==> src/hdl/vdc_pkg.sv <==
// Package for the video DRAM cycle controller: commands, pin bundle,
// timing counts. Assumes a 200 MHz system clock.
package vdc_pkg;

	// ------------------------------------------------------------
	// Timing
	// ------------------------------------------------------------
	localparam int CLK_PERIOD_PS = 5000;
	// Least strobe phase times, in picoseconds.
	localparam int T_RAS_SETUP_PS = 15000;
	localparam int T_RAS_CAS_PS = 20000;
	localparam int T_CAS_LOW_PS = 20000;
	localparam int T_PRECHARGE_PS = 60000;
	localparam int RAS_SETUP_CYC =
		(T_RAS_SETUP_PS + CLK_PERIOD_PS - 1) / CLK_PERIOD_PS;
	localparam int RAS_CAS_CYC =
		(T_RAS_CAS_PS + CLK_PERIOD_PS - 1) / CLK_PERIOD_PS;
	localparam int CAS_LOW_CYC =
		(T_CAS_LOW_PS + CLK_PERIOD_PS - 1) / CLK_PERIOD_PS;
	localparam int PRECHARGE_CYC =
		(T_PRECHARGE_PS + CLK_PERIOD_PS - 1) / CLK_PERIOD_PS;

	// ------------------------------------------------------------
	// Command codes
	// ------------------------------------------------------------
	typedef enum logic [3:0] {
		CMD_REFRESH_RESET_ALL = 4'h0,
		CMD_REFRESH_SET_STOP = 4'h1,
		CMD_REFRESH_PLAIN = 4'h2,
		CMD_ROW_ONLY_REFRESH = 4'h3,
		CMD_ARRAY_READ = 4'h4,
		CMD_ARRAY_WRITE = 4'h5,
		CMD_MASKED_ARRAY_WRITE = 4'h6,
		CMD_BLOCK_WRITE = 4'h7,
		CMD_MASKED_BLOCK_WRITE = 4'h8,
		CMD_MASKED_FLASH_WRITE = 4'h9,
		CMD_LOAD_PLANE_MASK = 4'hA,
		CMD_LOAD_FILL_COLOR = 4'hB,
		CMD_ROW_TO_BUFFER = 4'hC,
		CMD_SPLIT_ROW_TO_BUFFER = 4'hD,
		CMD_MASKED_BUFFER_TO_ROW = 4'hE,
		CMD_MASKED_SPLIT_BUFFER_TO_ROW = 4'hF
	} vdc_cmd_t;

	// ------------------------------------------------------------
	// Bundles
	// ------------------------------------------------------------
	// Control pin levels, all active low except the function select.
	typedef struct packed {
		logic ras_n;
		logic cas_n;
		logic transfer_output_enable_n;
		logic mask_write_enable_n;
		logic special_function_select;
	} vdc_ctl_t;

	typedef struct packed {
		vdc_cmd_t cmd;
		logic [8:0] row;
		logic [8:0] col;
		logic [7:0] mask;
		logic [7:0] data;
	} vdc_req_t;

	// Register map of the controller's own software port.
	localparam logic [2:0] REG_CMD = 3'h0;
	localparam logic [2:0] REG_ADDR = 3'h1;
	localparam logic [2:0] REG_DATA = 3'h2;
	localparam logic [2:0] REG_STATUS = 3'h3;
	localparam int ST_BUSY_BIT = 0;
	localparam int ST_MASK_HELD_BIT = 1;
	localparam int ADDR_COL_LSB = 16;
	localparam int DATA_MASK_LSB = 8;

endpackage : vdc_pkg

==> src/hdl/vdc_ctrl.sv <==
// Controller that drives the strobe pins of a dual-port video DRAM.
// Assumes pin inputs synchronous to clock; software port never waits.
`timescale 1ns/1ps

// Contract
// - CAS low, select low at RAS fall: refresh resetting all options.
// - CAS low, write-enable low, select high: refresh loading stop code.
// - CAS low, write-enable high, select high: plain refresh only.
// - All high, select low at both edges: normal read or write.
// - Write-enable low, select low at both edges: masked write.
// - Select low at RAS, high at CAS: block write with column mask.
// - Write-enable low, select high at RAS: flash write of color.
// - Select high at RAS, enables high: load mask or color at CAS.
// - Transfer-enable low, write high, select low: read transfer.
// - As read transfer with select high: split read transfer.
// - Transfer and write low, select low: masked write transfer.
// - Same with select high: masked split write transfer.
// - Reset-all refresh restores per-cycle mask; mask each masked RAS. The code drives no mask at RAS while a loaded plane mask is held.
module vdc_ctrl (
	input wire logic clock,
	input wire logic rst,
	input wire logic [2:0] sw_addr,
	input wire logic [31:0] sw_wdata,
	input wire logic sw_wr,
	input wire logic sw_rd,
	output logic [31:0] sw_rdata,
	output vdc_pkg::vdc_ctl_t ctl,
	output logic [8:0] address_pins,
	output logic [7:0] dq_out,
	output logic [7:0] dq_oe,
	input wire logic [7:0] dq_in,
	input wire logic split_half_flag
);
	import vdc_pkg::*;

	// ------------------------------------------------------------
	// Decoding
	// ------------------------------------------------------------
	// Pin levels at the RAS fall for each command.
	function automatic vdc_ctl_t ras_levels(input vdc_cmd_t c);
		vdc_ctl_t v;
		v = '{ras_n: 1'b0, cas_n: 1'b1, transfer_output_enable_n: 1'b1,
			mask_write_enable_n: 1'b1, special_function_select: 1'b0};
		case (c)
			CMD_REFRESH_RESET_ALL: v.cas_n = 1'b0;
			CMD_REFRESH_SET_STOP:
			begin
				v.cas_n = 1'b0;
				v.mask_write_enable_n = 1'b0;
				v.special_function_select = 1'b1;
			end
			CMD_REFRESH_PLAIN:
			begin
				v.cas_n = 1'b0;
				v.special_function_select = 1'b1;
			end
			CMD_ROW_ONLY_REFRESH: v.cas_n = 1'b1;
			CMD_MASKED_ARRAY_WRITE, CMD_MASKED_BLOCK_WRITE:
				v.mask_write_enable_n = 1'b0;
			CMD_MASKED_FLASH_WRITE:
			begin
				v.mask_write_enable_n = 1'b0;
				v.special_function_select = 1'b1;
			end
			CMD_LOAD_PLANE_MASK, CMD_LOAD_FILL_COLOR:
				v.special_function_select = 1'b1;
			CMD_ROW_TO_BUFFER: v.transfer_output_enable_n = 1'b0;
			CMD_SPLIT_ROW_TO_BUFFER:
			begin
				v.transfer_output_enable_n = 1'b0;
				v.special_function_select = 1'b1;
			end
			CMD_MASKED_BUFFER_TO_ROW:
			begin
				v.transfer_output_enable_n = 1'b0;
				v.mask_write_enable_n = 1'b0;
			end
			CMD_MASKED_SPLIT_BUFFER_TO_ROW:
			begin
				v.transfer_output_enable_n = 1'b0;
				v.mask_write_enable_n = 1'b0;
				v.special_function_select = 1'b1;
			end
			default: v = v;
		endcase
		return v;
	endfunction : ras_levels

	function automatic logic is_cbr(input vdc_cmd_t c);
		return c == CMD_REFRESH_RESET_ALL || c == CMD_REFRESH_SET_STOP ||
			c == CMD_REFRESH_PLAIN;
	endfunction : is_cbr

	function automatic logic uses_mask(input vdc_cmd_t c);
		return c == CMD_MASKED_ARRAY_WRITE || c == CMD_MASKED_BLOCK_WRITE ||
			c == CMD_MASKED_FLASH_WRITE || c == CMD_MASKED_BUFFER_TO_ROW ||
			c == CMD_MASKED_SPLIT_BUFFER_TO_ROW;
	endfunction : uses_mask

	// Commands whose RAS fall is the only event; CAS stays high.
	function automatic logic ras_only(input vdc_cmd_t c);
		return c == CMD_ROW_ONLY_REFRESH || c == CMD_MASKED_FLASH_WRITE;
	endfunction : ras_only

	// ------------------------------------------------------------
	// Sequencer
	// ------------------------------------------------------------
	typedef enum logic [2:0] {
		ST_IDLE = 3'b000,
		ST_SETUP = 3'b001,
		ST_RAS = 3'b010,
		ST_CAS = 3'b011,
		ST_PRE = 3'b100
	} vdc_state_t;

	vdc_state_t state_q, state_d;
	logic [7:0] cnt_q, cnt_d;
	vdc_req_t req_q, req_d;
	vdc_ctl_t ctl_q, ctl_d;
	logic [8:0] addr_q, addr_d;
	logic [7:0] dq_q, dq_d;
	logic [7:0] oe_q, oe_d;
	logic [7:0] rdbuf_q, rdbuf_d;
	logic mask_held_q, mask_held_d;
	logic [31:0] rdata_q, rdata_d;
	logic is_read;

	assign is_read = req_q.cmd == CMD_ARRAY_READ;

	always_comb
	begin
		state_d = state_q;
		cnt_d = cnt_q == 8'h00 ? 8'h00 : cnt_q - 8'h01;
		req_d = req_q;
		ctl_d = ctl_q;
		addr_d = addr_q;
		dq_d = dq_q;
		oe_d = oe_q;
		rdbuf_d = rdbuf_q;
		mask_held_d = mask_held_q;
		rdata_d = 32'h0000_0000;
		if (sw_wr && sw_addr == REG_ADDR)
		begin
			req_d.row = sw_wdata[8:0];
			req_d.col = sw_wdata[ADDR_COL_LSB +: 9];
		end
		if (sw_wr && sw_addr == REG_DATA)
		begin
			req_d.data = sw_wdata[7:0];
			req_d.mask = sw_wdata[DATA_MASK_LSB +: 8];
		end
		if (sw_rd)
		begin
			case (sw_addr)
				REG_DATA: rdata_d = {24'h00_0000, rdbuf_q};
				REG_STATUS: rdata_d = {29'h0, split_half_flag,
					mask_held_q, state_q != ST_IDLE};
				default: rdata_d = 32'h0000_0000;
			endcase
		end
		case (state_q)
			ST_IDLE:
				if (sw_wr && sw_addr == REG_CMD)
				begin
					req_d.cmd = vdc_cmd_t'(sw_wdata[3:0]);
					// Refresh with CAS low needs CAS to fall before RAS.
					ctl_d = ras_levels(vdc_cmd_t'(sw_wdata[3:0]));
					ctl_d.ras_n = 1'b1;
					ctl_d.mask_write_enable_n = 1'b1;
					ctl_d.transfer_output_enable_n = 1'b1;
					addr_d = req_d.row;
					state_d = ST_SETUP;
					cnt_d = 8'(RAS_SETUP_CYC);
				end
			ST_SETUP:
			begin
				ctl_d = ras_levels(req_q.cmd);
				ctl_d.ras_n = 1'b1;
				// plane mask on data pins at RAS
				if (uses_mask(req_q.cmd) && !mask_held_q)
				begin
					dq_d = req_q.mask;
					oe_d = 8'hFF;
				end
				if (cnt_q == 8'h00)
				begin
					ctl_d.ras_n = 1'b0;
					state_d = ST_RAS;
					cnt_d = 8'(RAS_CAS_CYC);
					// stop code presented on the address pins
					if (req_q.cmd == CMD_REFRESH_SET_STOP)
						addr_d = req_q.row;
					if (req_q.cmd == CMD_REFRESH_RESET_ALL)
						mask_held_d = 1'b0;
				end
			end
			ST_RAS:
				if (cnt_q == 8'h00)
				begin
					oe_d = 8'h00;
					if (is_cbr(req_q.cmd) || ras_only(req_q.cmd))
					begin
						state_d = ST_CAS;
						cnt_d = 8'(CAS_LOW_CYC);
					end
					else
					begin
						// column is the tap for transfers
						addr_d = req_q.col;
						ctl_d.cas_n = 1'b0;
						ctl_d.transfer_output_enable_n = !is_read;
						ctl_d.special_function_select =
							req_q.cmd == CMD_BLOCK_WRITE ||
							req_q.cmd == CMD_MASKED_BLOCK_WRITE ||
							req_q.cmd == CMD_LOAD_FILL_COLOR;
						// write data driven on the same edge as the later fall
						if (req_q.cmd inside {CMD_ARRAY_WRITE,
							CMD_MASKED_ARRAY_WRITE, CMD_BLOCK_WRITE,
							CMD_MASKED_BLOCK_WRITE, CMD_LOAD_PLANE_MASK,
							CMD_LOAD_FILL_COLOR})
						begin
							dq_d = req_q.data;
							oe_d = 8'hFF;
						end
						// Block writes also need the write-enable fall.
						if (req_q.cmd inside {CMD_ARRAY_WRITE,
							CMD_BLOCK_WRITE})
							ctl_d.mask_write_enable_n = 1'b0;
						state_d = ST_CAS;
						cnt_d = 8'(CAS_LOW_CYC);
					end
				end
			ST_CAS:
				if (cnt_q == 8'h00)
				begin
					// sample read data late in the CAS phase
					if (is_read)
						rdbuf_d = dq_in;
					// mask register now holds the planes
					if (req_q.cmd == CMD_LOAD_PLANE_MASK)
						mask_held_d = 1'b1;
					ctl_d = '{ras_n: 1'b1, cas_n: 1'b1,
						transfer_output_enable_n: 1'b1,
						mask_write_enable_n: 1'b1,
						special_function_select: 1'b0};
					oe_d = 8'h00;
					state_d = ST_PRE;
					cnt_d = 8'(PRECHARGE_CYC);
				end
			ST_PRE:
				if (cnt_q == 8'h00)
					state_d = ST_IDLE;
			default:
				state_d = ST_IDLE;
		endcase
	end

	always_ff @(posedge clock)
	begin
		if (rst)
		begin
			state_q <= ST_IDLE;
			cnt_q <= 8'h00;
			req_q <= '0;
			ctl_q <= '{ras_n: 1'b1, cas_n: 1'b1,
				transfer_output_enable_n: 1'b1, mask_write_enable_n: 1'b1,
				special_function_select: 1'b0};
			addr_q <= 9'h000;
			dq_q <= 8'h00;
			oe_q <= 8'h00;
			rdbuf_q <= 8'h00;
			// device powers up in per-cycle mask mode
			mask_held_q <= 1'b0;
			rdata_q <= 32'h0000_0000;
		end
		else
		begin
			state_q <= state_d;
			cnt_q <= cnt_d;
			req_q <= req_d;
			ctl_q <= ctl_d;
			addr_q <= addr_d;
			dq_q <= dq_d;
			oe_q <= oe_d;
			rdbuf_q <= rdbuf_d;
			mask_held_q <= mask_held_d;
			rdata_q <= rdata_d;
		end
	end

	assign ctl = ctl_q;
	assign address_pins = addr_q;
	assign dq_out = dq_q;
	assign dq_oe = oe_q;
	assign sw_rdata = rdata_q;

endmodule : vdc_ctrl

==> config.mk <==
export PLATFORM = sky130hd
export DESIGN_NAME = vdc_ctrl
export DESIGN_NICKNAME = d
export VERILOG_FILES = /design/src/hdl/vdc_pkg.sv /design/src/hdl/vdc_ctrl.sv
export SDC_FILE = /design/constraint.sdc
export NUM_CORES = 1
export LEC_CHECK = 0
export ABC_AREA = 1
export ABC_CLOCK_PERIOD_IN_PS = 1600
export BUFFER_PORTS_ARGS = -buffer_cell sky130_fd_sc_hd__buf_4
export CORE_ASPECT_RATIO = 0.8
export CORE_UTILIZATION = 45
export CTS_CLUSTER_DIAMETER = 50
export DETAILED_ROUTE_END_ITERATION = 7
export GPL_TIMING_DRIVEN = 0
export PLACE_DENSITY = 0.72
export SLEW_MARGIN = 15
export SYNTH_ARGS = -nofsm -noshare
export SYNTH_HDL_FRONTEND = slang
export SYNTH_SLANG_ARGS = --single-unit
==> constraint.sdc <==
create_clock -name clock -period 1.6 [get_ports clock]
set_input_delay 0.32 -clock clock [delete_from_list [all_inputs] [get_ports clock]]
set_output_delay 0.32 -clock clock [all_outputs]
set_load 0.05 [all_outputs]
# == Word level (Yosys, flattened, before mapping) ==
# Index checks and enable logic that the tools add are counted.
# totals
inputBits,48
reg_bits,120
output_inout_bits,62
word_cells,158
# classes
n_eq_ne,41
muxes,49
addsub,1
n_reduce_logical,48
bitwise,1
# ops
cell,count
8-bit 2-to-1 mux,13
"4-bit equality test, second input constant",13
8-bit case mux with 3 select lines,2
9-bit 2-to-1 mux,5
8-bit case mux with 2 select lines,2
9-bit case mux with 3 select lines,1
"2-bit inequality test, second input constant",12
5-bit AND reduction,4
18-bit 2-to-1 mux,1
"4-bit by 3-bit equality test with 1-bit output, second input constant",4
4-bit case mux with 4 select lines,1
3-bit 2-to-1 mux,5
3-bit case mux with 5 select lines,1
7-bit OR reduction,2
"3-bit by 2-bit equality test with 1-bit output, second input constant",4
"4-bit by 2-bit equality test with 1-bit output, second input constant",3
1-bit 2-to-1 mux,12
6-bit AND reduction,2
3-bit nonzero test,4
1-bit logical OR,10
5-bit 2-to-1 mux,2
"4-bit by 1-bit equality test with 1-bit output, second input constant",2
4-bit zero test,2
8-bit zero test,1
other kinds (20),32

# == Longest topological paths before layout ==
# depth
depth_word,8
mapped_depth,12
depth_no_buf,11

# == Worst setup path after synthesis ==
# OpenSTA, ideal clock, no wires.
# synth_path
kind,reg2reg
from,register cnt_q[0]
to,register oe_q[6] (netlist: dq_oe[6])
slack_ns,0.074
t_required_ns,1.468
stages_incl_launch_ff,11
arrival_ns,1.394
setup_ns,0.132
path_cell_list,dfxtp_1 > inv_1 > ha_1 > nand2_2 > nor2_8 > inv_2 > buf_2 > nand2_1 > nand3_1 > nand2_1 > a21oi_1
# synth_via
elab_chain_cells,3
elab_cells_between_ends,4
classes_between,eq/ne (2); reduce/logical (2)
# synth_rtl
item,line,source
from (decl),vdc_ctrl.sv:117,"logic [7:0] cnt_q, cnt_d;"
from (signal assigned),vdc_ctrl.sv:279,cnt_q <= cnt_d;
8-bit zero test (*),"vdc_ctrl.sv:198, vdc_ctrl.sv:234",
2-bit inequality test (no line),--,
4-bit AND reduction (no line) (*),--,
to (signal assigned),vdc_ctrl.sv:270,oe_q <= 8'h00;
to (signal assigned),vdc_ctrl.sv:284,oe_q <= oe_d;
to (decl),vdc_ctrl.sv:122,"logic [7:0] oe_q, oe_d;"
# Every way passes the cells marked *; elsewhere a longest branch is shown, timed or not.
# A chain may end at the register's enable or synchronous reset.

# == Worst setup path after layout ==
# layout_path
from,register req_q[36] (netlist name)
to,register addr_q[4] (netlist: address_pins[4])
# layout_via
elab_chain_cells,6
elab_cells_between_ends,12
classes_between,eq/ne (6); reduce/logical (6)
# layout_rtl
item,line,source
from (decl),vdc_ctrl.sv:118,"vdc_req_t req_q, req_d;"
from (signal assigned),vdc_ctrl.sv:280,req_q <= req_d;
4-bit by 1-bit equality test with 1-bit output or 4-bit zero test (tied branches),"vdc_ctrl.sv:90, vdc_ctrl.sv:191",
1-bit logical OR (2 in a row),vdc_ctrl.sv:90,return c == CMD_REFRESH_RESET_ALL || c == CMD_REFRESH_SET_STOP ||
1-bit logical OR,vdc_ctrl.sv:201,if (is_cbr(req_q.cmd) || ras_only(req_q.cmd))
2-bit inequality test (no line),--,
6-bit AND reduction (no line) (*),--,
to (signal assigned),vdc_ctrl.sv:282,addr_q <= addr_d;
to (decl),vdc_ctrl.sv:120,"logic [8:0] addr_q, addr_d;"
# Marked as above.

==> flow_summary_export.csv <==
group,metric,value,unit
worst_setup_path,criticalPathCategory,"reg -> reg",
synth,netlist_instances,637,
sta,skew,0.00911,ns
worst_setup_path,crit_path_end_kind,"flip-flop",
clocking,max-clock-path-buffers,2,
worst_setup_path,crit_chain,"inv_1 -> nand3_1 -> nand2_1 -> nand2_1 -> nand2_1 -> nor2_4 -> nand2_4 -> buf_6 -> nor2_1 -> nor2_1",
worst_setup_path,worstPathArrival,1.79,ns
synth,synth.avg_cell_area,6.89,um2
sta,fin_setup_tns,0,ns
drt,vias,4254,
die,core_area,0.00927,mm2
clocking,cts_made_buffers,9,
worst_setup_path,path_buf_inv,2,
synth,synth.top_cell.area_share,40.6,%
drt,dr.first_iter.drc_count,389,
place,gp_congestion,0.876,
synth,seq_area_frac_synth,40.6,%
job,drv_cap,0,
synth,synth_cell_types,33,
die,core.rowCount,31,
synth,syn-cell-area,0.00439,mm2
sta,grt_setup_unrepaired,"yes",
worst_setup_path,crit_top_cell,"nand2_1",
global_route,grt_pass1_vias,3766,
die,ios,110,
global_route,grt_first_pass_wirelength,18300,um
layout,final_cell_mix,"buf_4, nand2_1, inv_1",
global_route,antenna_found_initial,0,
synth,yosysTopAreaCell,"dfxtp_1",
die,dieArea,0.0102,mm2
sta,max-slew-margin-rel,64.7,%
power,ir_worst_vdd,0.000692,V
layout,layout-drive-gt1-share,26.3,%
worst_setup_path,path_delay_family,"simple AND/OR/NAND/NOR gates",
power,power_density,1680,mW/mm2
worst_setup_path,start_kind,"flip-flop",
synth,synth_ff_type,"dfxtp_1",
power,p_leak,2.64,nW
layout,fillers,859,
layout,final_common_cell,"buf_4",
drt,postRouteAntennaNets,0,
sta,finalCritPeriodShare,96.8,%
global_route,grt-ovfl-total,0,
clocking,insertion_delay,0.35,ns
worst_setup_path,worst-path-max-fanout,10,
die,die_y,90.3,um
sta,fmax,0.645,GHz
clocking,htreeDepth,3,
worst_setup_path,cpPeakStageDelay,0.38,ns
synth,ys_seq_elements,89,
layout,num_antenna_cells,0,
die,die-width,112,um
status,outcome,"finished clean",
sta,drv_slew,0,
drt,drtPass1Iterations,5,
place,dp_hpwl,8520,um
global_route,grt_max_degree,16,
worst_setup_path,required,1.84,ns
place,port_buffers,77,
drt,wl,11400,um
layout,area_growth,29.9,%
hold_path,hold_class,"in -> reg",
synth,async_flop_share,0,%
sta,tightest_slew,0.529,ns
clocking,cts_tree,"built",
worst_setup_path,cp_slowest_cell,"dfxtp_4",
drt,viasPerCell,4.86,
synth,ys_warn_count,0,
sta,finalHoldViolations,0,
clocking,cts_hold_buf,0,
sta,setup_violations,0,
synth,synth_edf_count,0,
sta,layout_min_cycle_time,1.55,ns
clocking,cts.sinks,89,
die,initial_utilization,47.3,%
clocking,clk_pin_slew,0.06,ns
layout,final_nets,805,
drt,drc,0,
power,power,0.00957,W
clocking,cts_root_buf,"clkbuf_16",
drt,wl_per_cell,13.1,um
global_route,grt_usage,23.0,%
synth,synth.area.top_cells,"dfxtp_1, nand2_1, inv_1, nor2_1, o21ai_0",
## metrics by stage
stage	util, %	instance area [um2]	instances	hold WS, ns	setup slack, ns
3_3_place_gp	56.1	5200	852	0.428	-0.283
6_report	61.5	5700	876	0.222	0.0505
2_1_floorplan	-	4470	660	0.417	0.0738
5_1_grt	61.5	5700	876	0.230	-0.0188
3_5_place_dp	56.1	5200	852	0.429	-0.303
4_1_cts	59.6	5530	870	0.217	0.000209
## flip-flops by register name (all words and copies together), names as in the netlist, 3 cells and up
| name | cells |
|---|---|
| address_pins | 9 |
| cnt_q | 8 |
| ctl | 5 |
| dq_out | 8 |
| rdbuf_q | 8 |
| req_q | 38 |
| state_q | 3 |
| sw_rdata | 8 |
## routing by layer
layer  routed length [um]  global-route usage [%]  part of all wire [%]  vias to the layer above
met3                  911                    5.77                   8.0                        9
met2                 5030                    34.5                    44                      179
met4                  125                    7.56                   1.1                        0
met5                    0                       0                     0                        -
li1                     -                       -                     -                     2174
met1                 5370                    32.1                    47                     1892
## where the power goes
group / total [W] / internal, W / switching [W] / leakage (nW)
combinational: 0.00465 / 0.00158 / 0.00308 / 1.77
clock: 0.00209 / 0.00121 / 0.000884 / 0.142
sequential: 0.00283 / 0.00259 / 0.000238 / 0.727
total: 0.00957 / 0.00537 / 0.00420 / 2.64
## cell usage after synthesis, types with 2 or more instances
cell,count
buf_2,7
o21ai_0,64
o21ai_1,2
inv_1,95
a21oi_1,41
nor2_4,4
xor2_1,3
nor2_2,2
xnor2_1,4
nor3_1,4
buf_4,33
nand3_1,25
nand2_2,4
dfxtp_1,89
inv_2,4
o22ai_1,9
clkbuf_1,9
nand2_4,3
buf_6,3
nand2_1,121
nand4_1,10
nor2_1,90
## layout make-up
class,instances,area (um2),share of cell area (%)
buffer,52,359,6.30
sequential,89,1790,31.4
clock buffer,9,225,3.95
tap,115,144,2.52
timing repair buffer,85,651,11.4
multi-input combinational,418,2070,36.4
clock inverter,7,68.8,1.21
inverter,101,388,6.80
## worst min-delay path, cell delays in order
cell	delay, ns
buf_4	0.07
o21ai_0	0.07
nor2_1	0.07
## path summary, 6_finish.rpt
path / from / to / slack [ns] / cells after the start
setup / recovery: req_q[36] / address_pins[4] / 0.05 / 10
hold / removal: sw_wdata[12] / req_q[12] / 0.22 / 3
setup reg to reg: req_q[36] / address_pins[4] / 0.05 / 10
hold reg to reg: rdbuf_q[5] / sw_rdata[5] / 0.44 / 2
## cell families (layout without fill, tap and decap cells)
| logic type | Yosys count | in the layout | synth area share, % |
|---|---|---|---|
| simple gates | 268 | 268 | 27.1 |
| buf+inv | 153 | 254 | 16.7 |
| fa+ha+maj | 1 | 1 | 0.285 |
| compound gates | 118 | 118 | 13.8 |
| flops | 89 | 89 | 40.6 |
| other cells | 1 | 24 | 0.0855 |
| xor+xnor | 7 | 7 | 1.40 |
## repair_timing
item	4_1_cts	5_1_grt
buffers inserted	2	6
pin swaps	1	2
gates resized for setup	17	42
endpoints found under the setup margin	38	34
gates cloned	0	0
Note: power is estimated with default switching activity, not from simulation.
